File: src/design/lt_pkg.sv
// Package for the 8-bit limit timer: register map, fields, reset values, modes.
// Assumes a single 10 MHz clock and a plain strobe register port.
package lt_pkg;

    localparam logic [3:0] LT_ADDR_COUNT = 4'h0;
    localparam logic [3:0] LT_ADDR_PERIOD = 4'h1;
    localparam logic [3:0] LT_ADDR_CONTROL = 4'h2;
    localparam logic [3:0] LT_ADDR_HLT = 4'h3;
    localparam logic [3:0] LT_ADDR_CLKSEL = 4'h4;
    localparam logic [3:0] LT_ADDR_RSTSEL = 4'h5;
    localparam logic [3:0] LT_ADDR_STATUS = 4'h6;

    // Control fields
    localparam int LT_CTL_ON = 7;
    localparam int LT_CTL_PS_LSB = 4;
    localparam int LT_CTL_POST_LSB = 0;
    // LIMIT_TIMER_FUNCTION fields
    localparam int LT_HLT_PRESCALER_SYNC = 7;
    localparam int LT_HLT_ON_BIT_CLOCK_SYNC = 5;
    localparam int LT_HLT_MODE_LSB = 0;
    // Status fields
    localparam int LT_ST_FLAG = 0;
    localparam int LT_ST_IE = 1;

    localparam logic [7:0] LT_PERIOD_RST = 8'hff;
    localparam logic [7:0] LT_ZERO = 8'h00;
    localparam int LT_CLK_SRC_N = 4;
    localparam int LT_RST_SRC_N = 4;

    localparam logic [1:0] LT_FAM_FREE = 2'b00;
    localparam logic [1:0] LT_FAM_ONESHOT = 2'b01;
    localparam logic [1:0] LT_FAM_MONO = 2'b10;

    typedef enum logic [1:0] {
        LT_IDLE = 2'b00,
        LT_RUN = 2'b01,
        LT_DONE = 2'b10
    } lt_state_e;

    typedef struct packed {
        logic [3:0] addr;
        logic [7:0] wdata;
        logic wr;
        logic rd;
    } lt_bus_s;

endpackage

File: src/design/lt_timer.sv
// 8-bit period timer with prescaler, postscaler and external reset control.
// Assumes timer_input_clock sources and reset sources are synchronous to clk.
// Summary of operation
// - Prescaler divides by 1 up to 128
// - Postscaler counts matches, 1 up to 16
// - Count increments on each prescaler tick
// - Match flags postscaler, count clears same tick
// - Postscaler match gives one-clk pulse, clears
// - Reset clears count, period loads all ones
// - Scalers clear on count/control writes, reset, external reset
// - Control write keeps count value
// - Gate modes hold count while gate inactive
// - Reset modes clear count on level/edge
// - One-shot clears on bit at match
// - One-shot ignores postscale setting
// - Monostable keeps on bit, restarts on trigger
// - Count and period readable and writable
// - Flag on postscale match, irq when enabled
// - Flag sticky until software clears it
// - Prescaler sync option aligns tick to clk
// - On-sync option consumes one input edge
// - Without on-sync, on bit follows clk
// - Reset source chosen per timer
// - Free-running, one-shot, monostable families
// - Mode upper bits pick family, lower variant
// - Debug mode ignores external triggers
`timescale 1ns/100ps
module lt_timer #(
    parameter int PS_W = 3
) (
    input wire logic clk,
    input wire logic reset_n,
    input wire lt_pkg::lt_bus_s bus,
    output logic [7:0] rdata,
    input wire logic [lt_pkg::LT_CLK_SRC_N-1:0] timer_input_clock,
    input wire logic [lt_pkg::LT_RST_SRC_N-1:0] external_reset_signal,
    input wire logic debug_mode,
    output logic postscaled_pulse,
    output logic match_irq
);
    import lt_pkg::*;

    ////////////////////////////////////////////////////////////////////////
    // Reset release
    logic rst_meta_ff, rst_sync_ff;
    always_ff @(posedge clk or negedge reset_n) begin
        if (!reset_n) begin
            rst_meta_ff <= 1'b0;
            rst_sync_ff <= 1'b0;
        end else begin
            rst_meta_ff <= 1'b1;
            rst_sync_ff <= rst_meta_ff;
        end
    end
    wire logic rst_n = rst_sync_ff;

    ////////////////////////////////////////////////////////////////////////
    // Registers
    logic [7:0] count_ff, period_ff, control_ff, hlt_ff;
    logic [7:0] clksel_ff, rstsel_ff;
    logic flag_ff, ie_ff;
    wire logic wr_count = bus.wr && bus.addr == LT_ADDR_COUNT;
    wire logic wr_ctl = bus.wr && bus.addr == LT_ADDR_CONTROL;
    wire logic [1:0] family = hlt_ff[LT_HLT_MODE_LSB+3 +: 2];
    wire logic [2:0] variant = hlt_ff[LT_HLT_MODE_LSB +: 3];
    wire logic on_bit = control_ff[LT_CTL_ON];
    wire logic [PS_W-1:0] ps_sel = control_ff[LT_CTL_PS_LSB +: PS_W];
    wire logic [3:0] post_sel = control_ff[LT_CTL_POST_LSB +: 4];

    ////////////////////////////////////////////////////////////////////////
    // Clock and reset source select
    logic clk_in_ff, clk_in_d_ff, ers_ff, ers_d_ff;
    wire logic clk_sel = timer_input_clock[clksel_ff[1:0]];
    // Triggers frozen in debug; a level change made during debug shows as an edge on resume
    wire logic ers_sel = debug_mode ? ers_ff : external_reset_signal[rstsel_ff[1:0]];
    always_ff @(posedge clk or negedge rst_n) begin
        if (!rst_n) begin
            clk_in_ff <= 1'b0;
            clk_in_d_ff <= 1'b0;
            ers_ff <= 1'b0;
            ers_d_ff <= 1'b0;
        end else begin
            clk_in_ff <= clk_sel;
            clk_in_d_ff <= clk_in_ff;
            ers_ff <= ers_sel;
            ers_d_ff <= ers_ff;
        end
    end
    wire logic in_edge = clk_in_ff && !clk_in_d_ff;
    wire logic ers_rise = ers_ff && !ers_d_ff;
    wire logic ers_fall = !ers_ff && ers_d_ff;

    ////////////////////////////////////////////////////////////////////////
    // Trigger decode per mode
    logic gate_ok, hw_reset, trig;
    always_comb begin
        gate_ok = 1'b1;
        hw_reset = 1'b0;
        trig = 1'b0;
        case (family)
            LT_FAM_FREE: begin
                case (variant)
                    3'd1: gate_ok = ers_ff;
                    3'd2: gate_ok = !ers_ff;
                    3'd3: hw_reset = ers_rise || ers_fall;
                    3'd4: hw_reset = ers_rise;
                    3'd5: hw_reset = ers_fall;
                    3'd6: hw_reset = !ers_ff;
                    3'd7: hw_reset = ers_ff;
                    default: gate_ok = 1'b1;
                endcase
            end
            LT_FAM_ONESHOT, LT_FAM_MONO: begin
                case (variant)
                    3'd0: trig = 1'b1;
                    3'd1, 3'd4, 3'd6: trig = ers_rise;
                    3'd2, 3'd5, 3'd7: trig = ers_fall;
                    default: trig = ers_rise || ers_fall;
                endcase
                if (family == LT_FAM_ONESHOT) begin
                    case (variant)
                        3'd4: hw_reset = ers_rise;
                        3'd5: hw_reset = ers_fall;
                        3'd6: hw_reset = !ers_ff;
                        3'd7: hw_reset = ers_ff;
                        default: hw_reset = 1'b0;
                    endcase
                end
            end
            default: gate_ok = 1'b0;
        endcase
    end

    ////////////////////////////////////////////////////////////////////////
    // Run control
    lt_state_e state_ff;
    logic on_sync_ff, on_bit_clock_sync_arm_ff;
    logic tick;
    logic match_tick;
    // On_bit_clock_sync: on bit taken only at an input edge, which is then not counted
    always_ff @(posedge clk or negedge rst_n) begin
        if (!rst_n) begin
            on_sync_ff <= 1'b0;
            on_bit_clock_sync_arm_ff <= 1'b0;
        end else if (!on_bit) begin
            on_sync_ff <= 1'b0;
            on_bit_clock_sync_arm_ff <= 1'b0;
        end else if (!hlt_ff[LT_HLT_ON_BIT_CLOCK_SYNC]) begin
            on_sync_ff <= 1'b1;
        end else if (in_edge && !on_bit_clock_sync_arm_ff) begin
            on_bit_clock_sync_arm_ff <= 1'b1;
            on_sync_ff <= 1'b1;
        end
    end
    wire logic stop_now = match_tick && family != LT_FAM_FREE;
    always_ff @(posedge clk or negedge rst_n) begin
        if (!rst_n) begin
            state_ff <= LT_IDLE;
        end else if (!on_sync_ff) begin
            state_ff <= LT_IDLE;
        end else begin
            case (state_ff)
                LT_IDLE: state_ff <= (family == LT_FAM_FREE || trig) ? LT_RUN : LT_IDLE;
                LT_RUN: state_ff <= stop_now ? LT_DONE : LT_RUN;
                LT_DONE: state_ff <= (family == LT_FAM_MONO && trig) ? LT_RUN : LT_DONE;
                default: state_ff <= LT_IDLE;
            endcase
        end
    end
    wire logic running = state_ff == LT_RUN && gate_ok;

    ////////////////////////////////////////////////////////////////////////
    // Prescaler
    logic [6:0] pre_ff;
    logic tick_ff;
    wire logic scl_clr = wr_count || wr_ctl || hw_reset;
    wire logic [6:0] pre_max = 7'((8'h01 << ps_sel) - 8'h01);
    wire logic pre_out = running && in_edge && pre_ff == pre_max;
    always_ff @(posedge clk or negedge rst_n) begin
        if (!rst_n) begin
            pre_ff <= 7'h00;
        end else if (scl_clr || !running) begin
            pre_ff <= 7'h00;
        end else if (in_edge) begin
            pre_ff <= pre_out ? 7'h00 : 7'(pre_ff + 7'h01);
        end
    end
    always_ff @(posedge clk or negedge rst_n) begin
        if (!rst_n) begin
            tick_ff <= 1'b0;
        end else begin
            tick_ff <= pre_out && !scl_clr;
        end
    end
    // Prescaler_sync adds one clk of latency to align the tick
    assign tick = hlt_ff[LT_HLT_PRESCALER_SYNC] ? tick_ff : (pre_out && !scl_clr);
    assign match_tick = tick && count_ff == period_ff;

    ////////////////////////////////////////////////////////////////////////
    // Count and postscaler
    logic [3:0] post_ff;
    wire logic [3:0] post_lim = (family == LT_FAM_ONESHOT) ? 4'h0 : post_sel;
    wire logic post_hit = match_tick && post_ff == post_lim;
    always_ff @(posedge clk or negedge rst_n) begin
        if (!rst_n) begin
            count_ff <= LT_ZERO;
        end else if (wr_count) begin
            count_ff <= bus.wdata;
        end else if (hw_reset) begin
            count_ff <= LT_ZERO;
        end else if (match_tick) begin
            count_ff <= LT_ZERO;
        end else if (tick) begin
            count_ff <= 8'(count_ff + 8'h01);
        end
    end
    always_ff @(posedge clk or negedge rst_n) begin
        if (!rst_n) begin
            post_ff <= 4'h0;
        end else if (scl_clr || state_ff == LT_IDLE) begin
            post_ff <= 4'h0;
        end else if (post_hit) begin
            post_ff <= 4'h0;
        end else if (match_tick) begin
            post_ff <= 4'(post_ff + 4'h1);
        end
    end
    always_ff @(posedge clk or negedge rst_n) begin
        if (!rst_n) begin
            postscaled_pulse <= 1'b0;
        end else begin
            postscaled_pulse <= post_hit;
        end
    end

    ////////////////////////////////////////////////////////////////////////
    // Software registers
    always_ff @(posedge clk or negedge rst_n) begin
        if (!rst_n) begin
            period_ff <= LT_PERIOD_RST;
        end else if (bus.wr && bus.addr == LT_ADDR_PERIOD) begin
            period_ff <= bus.wdata;
        end
    end
    always_ff @(posedge clk or negedge rst_n) begin
        if (!rst_n) begin
            control_ff <= LT_ZERO;
        end else if (wr_ctl) begin
            control_ff <= bus.wdata;
        end else if (family == LT_FAM_ONESHOT && stop_now) begin
            control_ff[LT_CTL_ON] <= 1'b0;
        end
    end
    always_ff @(posedge clk or negedge rst_n) begin
        if (!rst_n) begin
            hlt_ff <= LT_ZERO;
            clksel_ff <= LT_ZERO;
            rstsel_ff <= LT_ZERO;
        end else if (bus.wr) begin
            if (bus.addr == LT_ADDR_HLT) hlt_ff <= bus.wdata;
            if (bus.addr == LT_ADDR_CLKSEL) clksel_ff <= bus.wdata;
            if (bus.addr == LT_ADDR_RSTSEL) rstsel_ff <= bus.wdata;
        end
    end

    ////////////////////////////////////////////////////////////////////////
    // Match flag and interrupt
    // Set wins over a software clear in the same cycle
    wire logic st_wr = bus.wr && bus.addr == LT_ADDR_STATUS;
    always_ff @(posedge clk or negedge rst_n) begin
        if (!rst_n) begin
            flag_ff <= 1'b0;
            ie_ff <= 1'b0;
        end else begin
            if (post_hit) begin
                flag_ff <= 1'b1;
            end else if (st_wr && !bus.wdata[LT_ST_FLAG]) begin
                flag_ff <= 1'b0;
            end
            if (st_wr) ie_ff <= bus.wdata[LT_ST_IE];
        end
    end
    always_ff @(posedge clk or negedge rst_n) begin
        if (!rst_n) begin
            match_irq <= 1'b0;
        end else begin
            match_irq <= flag_ff && ie_ff;
        end
    end

    ////////////////////////////////////////////////////////////////////////
    // Read port
    always_ff @(posedge clk or negedge rst_n) begin
        if (!rst_n) begin
            rdata <= LT_ZERO;
        end else if (bus.rd) begin
            case (bus.addr)
                LT_ADDR_COUNT: rdata <= count_ff;
                LT_ADDR_PERIOD: rdata <= period_ff;
                LT_ADDR_CONTROL: rdata <= control_ff;
                LT_ADDR_HLT: rdata <= hlt_ff;
                LT_ADDR_CLKSEL: rdata <= clksel_ff;
                LT_ADDR_RSTSEL: rdata <= rstsel_ff;
                LT_ADDR_STATUS: rdata <= {6'h00, ie_ff, flag_ff};
                default: rdata <= LT_ZERO;
            endcase
        end else begin
            rdata <= LT_ZERO;
        end
    end

endmodule // lt_timer

File: config.mk
export PLATFORM = sky130hd
export DESIGN_NAME = lt_timer
export DESIGN_NICKNAME = d
export VERILOG_FILES = /design/src/design/lt_pkg.sv /design/src/design/lt_timer.sv
export SDC_FILE = /design/constraint.sdc
export NUM_CORES = 1
export LEC_CHECK = 0
export BUFFER_PORTS_ARGS = -buffer_cell sky130_fd_sc_hd__clkbuf_2
export CAP_MARGIN = 10
export CORE_ASPECT_RATIO = 0.9
export CORE_MARGIN = 2
export CORE_UTILIZATION = 50
export DETAILED_ROUTE_END_ITERATION = 8
export HOLD_SLACK_MARGIN = 0.05
export PLACE_DENSITY = 0.74
export SLEW_MARGIN = 25
export SYNTH_ARGS = -nofsm -noshare
export SYNTH_HDL_FRONTEND = slang
export SYNTH_SLANG_ARGS = --single-unit
File: constraint.sdc
create_clock -name clk -period 3 [get_ports clk]
set_input_delay 0.6 -clock clk [delete_from_list [all_inputs] [get_ports clk]]
set_output_delay 0.6 -clock clk [all_outputs]
set_load 0.02 [all_outputs]
## Yosys cells after proc, flatten, opt, wreduce, memory -nomap -nowiden

Cells that the tools add are included.

- $add $sub $neg: 4
- Reduce and logical (&&, ||, !) cells: 49
- Muxes and demuxes: 40
- Equality and inequality tests: 23
- Shift-type cells: 1
- $lt $le $gt $ge: 2

Operator list:

| cell | number |
|---|---|
| 8-bit case mux with 7 select lines | 1 |
| 8-bit two-way mux | 5 |
| 7-bit two-way mux | 3 |
| 1-bit logical AND | 19 |
| 4-bit two-way mux | 4 |
| 1-bit two-way mux | 15 |
| 3-bit == test (second input constant) | 4 |
| 4-bit by 3-bit == test with 1-bit output (second input constant) | 3 |
| 8-bit by 1-bit adder with 8-bit output (second input constant) | 1 |
| 4-bit by 2-bit == test with 1-bit output (second input constant) | 2 |
| 8-bit == test | 1 |
| 2-bit AND reduction | 4 |
| 2-bit nonzero test | 4 |
| 7-bit by 1-bit adder with 7-bit output (second input constant) | 1 |
| 7-bit == test | 1 |
| 1-bit logical NOT | 7 |
| 1-bit by 3-bit << shifter with 7-bit output (first input constant) | 1 |
| 7-bit by 1-bit subtractor with 7-bit output (second input constant) | 1 |
| 3-bit by 2-bit == test with 1-bit output (second input constant) | 2 |
| 1-bit logical OR | 6 |
| 2-bit by 3-bit less-than comparator with 1-bit output (second input constant) | 2 |
| 2-bit two-way mux | 3 |
| 1-bit case mux with 2 select lines | 3 |
| 2-bit case mux with 3 select lines | 1 |
| 19 further kinds | 25 |

- Input bits: 25
- Bits in registers: 82
- Word-level logic and storage cells: 143
- Output and inout bits: 10

## Depth between registers and ports, before layout

- Depth after elaboration: 14
- Gate-level depth with buffers: 10
- Depth with buffers taken out: 9

## Worst setup path before layout

OpenSTA, ideal clock, no wires.

- Kind: register to register
- Start point: register control_ff[6]
- End point: register count_ff[3]
- Clock period less this slack: 2.160 ns
- Cell stages (with the launch flop): 10
- Arrival time: 2.033 ns
- Library setup time: 0.127 ns
- Slack: 0.840 ns
- Buffers on the path: 2
- Data required time: 2.873 ns
- Cell sequence: dfrtp_1 -> clkbuf_2 -> nor3_1 -> a32oi_1 -> a2111oi_4 -> nand3_4 -> o311a_1 -> buf_2 -> a21oi_1 -> o22ai_1

- Longest elaborated chain between the ends: 10
- Elaborated cells between the ends (all ways): 11
- Those cells by class: add/sub: 1; eq/ne: 1; shift: 1; mux: 4; reduce/logical: 4

RTL lines:

| item | RTL line | RTL |
|---|---|---|
| start: declaration | lt_timer.sv:59 | `logic [7:0] count_ff, period_ff, control_ff, hlt_ff;` |
| start signal: assignment | lt_timer.sv:249 | `control_ff <= bus.wdata;` |
| 1-bit by 3-bit << shifter with 7-bit output (*) | lt_timer.sv:177 | `wire logic [6:0] pre_max = 7'((8'h01 << ps_sel) - 8'h01);` |
| 7-bit by 1-bit subtractor with 7-bit output (*) | lt_timer.sv:177 |  |
| 7-bit == test (*) | lt_timer.sv:178 | `wire logic pre_out = running && in_edge && pre_ff == pre_max;` |
| 1-bit logical AND (*) | lt_timer.sv:178 |  |
| 1-bit logical AND (*) | lt_timer.sv:196 | `assign tick = hlt_ff[LT_HLT_PRESCALER_SYNC] ? tick_ff : (pre_out && !scl_clr);` |
| 1-bit two-way mux (*) | lt_timer.sv:196 |  |
| 1-bit logical AND | lt_timer.sv:197 | `assign match_tick = tick && count_ff == period_ff;` |
| 8-bit two-way mux | lt_timer.sv:211 | `end else if (match_tick) begin` |
| 8-bit two-way mux | lt_timer.sv:209 | `end else if (hw_reset) begin` |
| 8-bit two-way mux | lt_timer.sv:207 | `end else if (wr_count) begin` |
| end signal: assignment | lt_timer.sv:208 | `count_ff <= bus.wdata;` |
| end signal: assignment | lt_timer.sv:214 | `count_ff <= 8'(count_ff + 8'h01);` |
| end: declaration | lt_timer.sv:59 |  |

Mark *: on every way between the ends. The rest lies on a longest branch, timed or not.
A chain may end at the register's enable or synchronous reset.

## Worst setup path in the final report

- Start point: register ers_ff
- End point: register state_ff[1]

- Longest elaborated chain between the ends: 14
- Elaborated cells between the ends (all ways): 26
- Those cells by class: mux: 13; reduce/logical: 13

RTL lines:

| item | RTL line | RTL |
|---|---|---|
| start: declaration | lt_timer.sv:72 | `logic clk_in_ff, clk_in_d_ff, ers_ff, ers_d_ff;` |
| start signal: assignment | lt_timer.sv:85 | `ers_ff <= ers_sel;` |
| 1-bit logical NOT | - |  |
| 1-bit logical AND | lt_timer.sv:91 | `wire logic ers_fall = !ers_ff && ers_d_ff;` |
| 1-bit case mux with 4 select lines / 1-bit logical OR (equally long branches) | lt_timer.sv:121, lt_timer.sv:105, lt_timer.sv:118 |  |
| 1-bit two-way mux / 1-bit case mux with 5 select lines (equally long branches) | lt_timer.sv:120, lt_timer.sv:102 |  |
| 1-bit case mux with 2 select lines | lt_timer.sv:100 | `case (family)` |
| 1-bit logical OR | lt_timer.sv:176 | `wire logic scl_clr = wr_count \|\| wr_ctl \|\| hw_reset;` |
| 1-bit logical NOT | lt_timer.sv:196 |  |
| 1-bit logical AND | lt_timer.sv:196 |  |
| 1-bit two-way mux | lt_timer.sv:196 |  |
| 1-bit logical AND | lt_timer.sv:197 |  |
| 1-bit logical AND | lt_timer.sv:155 | `wire logic stop_now = match_tick && family != LT_FAM_FREE;` |
| 2-bit two-way mux | lt_timer.sv:164 | `LT_RUN: state_ff <= stop_now ? LT_DONE : LT_RUN;` |
| 2-bit case mux with 3 select lines (*) | lt_timer.sv:162 | `case (state_ff)` |
| 2-bit two-way mux (*) | lt_timer.sv:159 | `end else if (!on_sync_ff) begin` |
| end signal: assignment | lt_timer.sv:163 | `LT_IDLE: state_ff <= (family == LT_FAM_FREE \|\| trig) ? LT_RUN : LT_IDLE;` |
| end signal: assignment | lt_timer.sv:164 |  |
| end signal: assignment | lt_timer.sv:165 | `LT_DONE: state_ff <= (family == LT_FAM_MONO && trig) ? LT_RUN : LT_DONE;` |
| end: declaration | lt_timer.sv:136 | `lt_state_e state_ff;` |

Marked as above.

==> flow_metrics.py <==
metrics = {
    "synthesis": {
        "synth-edff-count": 0,
        "avgSynthCellArea_um2": 10.6,
        "synth-seq-cells": 82,
        "synthCells": 421,
        "async_reset_ff_share_pct": 100,
        "synth_cell_type_count": 70,
        "netlist.area_leader.share_pct": 41.7,
        "synthesis.nets": 455,
        "ys_seq_area_share_pct": 46.4,
        "syn_area_um2": 4440,
        "synthFlopType": "dfrtp_1",
        "yosys_warnings": 0,
        "synth.area.top_cells": "dfrtp_1 (42%), mux2_2 (11%), dfstp_2 (4.7%)",
        "yosysTopAreaCell": "dfrtp_1",
    },
    "place": {
        "dpl.hpwl_um": 7560,
        "gp_congestion": 0.885,
        "dp_slack_ns": 0.499,
        "io_buffers": 34,
    },
    "cells_and_area": {
        "final_util_pct": 58.5,
        "synthToLayoutAreaGrowth_pct": 13.3,
        "antenna_cells": 0,
        "nets": 493,
        "drive_gt1_share_pct": 26.3,
    },
    "cts": {
        "clk_latency_ns": 0.36,
        "htreeDepth": 3,
        "cts-buffers-inserted": 9,
        "cts_root_buffer": "clkbuf_8",
        "path_clk_slew_ns": 0.09,
        "cts-resized-gates": 0,
        "clock_sinks": 82,
        "cts_tree": "yes",
        "max-clock-path-buffers": 2,
    },
    "timing": {
        "hold_viol": 0,
        "fin_ws_ns": 0.447,
        "clock.fmax_mhz": 392,
        "worst_slew_pin_slew_ns": 0.612,
        "setup_viol": 0,
        "timing.setup.tns_ns": 0,
        "fin_crit_ns": 2.55,
        "slew_violations": 0,
        "fin_skew_ns": 0.00849,
        "max_slew_margin_pct": 59.2,
        "rsz0062_at_grt": "no",
        "finalCritPeriodShare_pct": 85.1,
    },
    "flow_run": {
        "max_cap_violations": 0,
    },
    "critical_path": {
        "worstSetupPathType": "reg -> reg",
        "cp-end-kind": "register",
        "critPathRequiredTime_ns": 3.30,
        "reg2reg_from": "ers_ff$_DFFE_PN0N_",
        "r2r_cells": 9,
        "cp_max_fo": 8,
        "worstSetupStartpointType": "register",
        "worstPathArrival_ns": 2.85,
        "regToRegSetupSlack_ns": 0.45,
        "rr_endpoint": "state_ff[1]$_DFF_PN0_",
    },
    "pwr": {
        "irDropWorstVdd_mv": 0.439,
        "p_leak_nw": 2.14,
        "p_per_area_nw_per_um2": 658,
    },
    "die": {
        "dieArea_um2": 9660,
        "rows": 32,
        "pin_count": 35,
        "die_y_um": 93.4,
        "die_width_um": 103,
        "initial_utilization_pct": 51.6,
        "core-area_um2": 8610,
    },
    "drt": {
        "num_vias": 3444,
        "antenna_left": 0,
        "wirelength_um": 10600,
        "avgRoutedWirePerCell_um": 18.1,
        "firstDrtPassIters": 5,
        "viasPerCell": 5.91,
        "drt-initial-drc-count": 252,
        "remaining_drc_errors": 0,
    },
    "grt": {
        "grt_antenna_before_repair": 0,
        "grt_max_degree": 81,
        "grt_pass1_wl_um": 17400,
        "first_global_vias": 3372,
        "grt-ovfl-total": 0,
        "grtUsageTotal_pct": 23.6,
    },
    "status": {
        "outcome": "finished, final reports clean",
    },
    "hold_path": {
        "hold_class": "reg -> async",
    },
}
## metrics by stage
step / hold WS [ns] / cells / cell area (um2) / power [mW]
finish: 0.245 / 583 / 5040 / 3.31
global route: 0.279 / 583 / 5040 / 3.48
CTS: 0.365 / 582 / 5010 / 3.31
detailed placement: 0.339 / 565 / 4760 / 2.33
global placement: 0.341 / 565 / 4760 / 2.29
floorplan: 0.304 / 421 / 4440 / 2.11
## area by class of cell
| type | count | area [um2] |
|---|---|---|
| inverter | 24 | 90.1 |
| clock inverter | 6 | 115 |
| multi-input combinational | 298 | 2220 |
| sequential | 82 | 2070 |
| timing repair buffer | 44 | 268 |
| fill | 736 | 3570 |
| tap | 119 | 149 |
| clock buffer | 10 | 128 |
## repair_timing
action                    CTS  global route
hold buffers                1             0
hold endpoints to repair    2             0
setup buffers               0             0
## how the worst max path moves through the flow
stage | from | to
global route | ers_ff$_DFFE_PN0N_ | state_ff[1]$_DFF_PN0_
detailed placement | bus[13] | state_ff[1]$_DFF_PN0_
floorplan | rst_n$_DFF_PN0_ | clk_in_d_ff$_DFF_PN0_
finish | ers_ff$_DFFE_PN0N_ | state_ff[1]$_DFF_PN0_
global placement | bus[11] | clksel_ff[4]$_DFFE_PN0P_
CTS | ers_ff$_DFFE_PN0N_ | state_ff[1]$_DFF_PN0_
## synthesized netlist by cell type, types with 7 or more instances
master,number
clkbuf_1,11
nor2_1,36
dfrtp_1,74
inv_1,24
mux2_2,45
dfstp_2,8
nor2b_1,7
ha_1,9
nand2_1,25
a22oi_1,9
o21ai_0,11
nand3_1,12
o22ai_1,7
xnor2_1,12
a21oi_1,18
## where the power goes
| group | leakage, nW | internal [mW] | switching (mW) |
|---|---|---|---|
| registers | 1.04 | 1.31 | 0.254 |
| clock network | 0.117 | 0.556 | 0.418 |
| logic | 0.982 | 0.379 | 0.394 |
| total | 2.14 | 2.25 | 1.07 |
## sequential cells by signal, indices dropped and copies added (netlist names), 2 cells and up
register	cells
count_ff	8
state_ff	2
rstsel_ff	8
hlt_ff	8
post_ff	4
period_ff	8
control_ff	8
pre_ff	7
rdata	8
clksel_ff	8
## placed cells by master (no fill, tap or decap), types with 4 or more instances in the layout
| cell | count |
|---|---|
| dfrtp_1 | 73 |
| mux2_2 | 45 |
| nor2_1 | 36 |
| clkbuf_2 | 34 |
| nand2_1 | 25 |
| inv_1 | 24 |
| a21oi_1 | 18 |
| nand3_1 | 12 |
| xnor2_1 | 12 |
| o21ai_0 | 11 |
| a22oi_1 | 9 |
| ha_1 | 9 |
| clkbuf_8 | 9 |
| dfstp_2 | 8 |
| buf_4 | 8 |
| o22ai_1 | 7 |
| nor2b_1 | 7 |
| nor3_1 | 6 |
| a32oi_1 | 6 |
| nand2b_1 | 6 |
| a222oi_1 | 6 |
| nand4_1 | 5 |
| and2_1 | 5 |
| nand3b_1 | 4 |
| a211oi_1 | 4 |
| a31oi_1 | 4 |
| o21a_1 | 4 |
## logic make-up after synthesis
group	share of synthesized area (%)
and+or+nand+nor	14.8
AOI/OAI and AO/OA	16.2
buffers and inverters	3.63
DFF	46.4
adders and majority gates	2.76
other	0.0844
muxes	13.3
xor gates and xnor gates	2.76
## worst max-delay path, cell delays in order (launching register included)
cell	delay (ns)
dfrtp_1	0.50
inv_1	0.08
ha_1	0.24
mux2_1	0.30
nand3_1	0.09
a311o_1	0.21
nand2_1	0.13
o41ai_4	0.53
and2_4	0.24
a41o_1	0.17
## per-layer routing
| layer | track usage (%) | share of wire [%] | vias up |
|---|---|---|---|
| met2 | 37.0 | 48 | 69 |
| met5 | 0 | 0 | - |
| met3 | 4.11 | 3.4 | 13 |
| li1 | - | - | 1627 |
| met1 | 34.2 | 48 | 1735 |
| met4 | 5.26 | 0.89 | 0 |
Power figures use the tool's default switching activity.
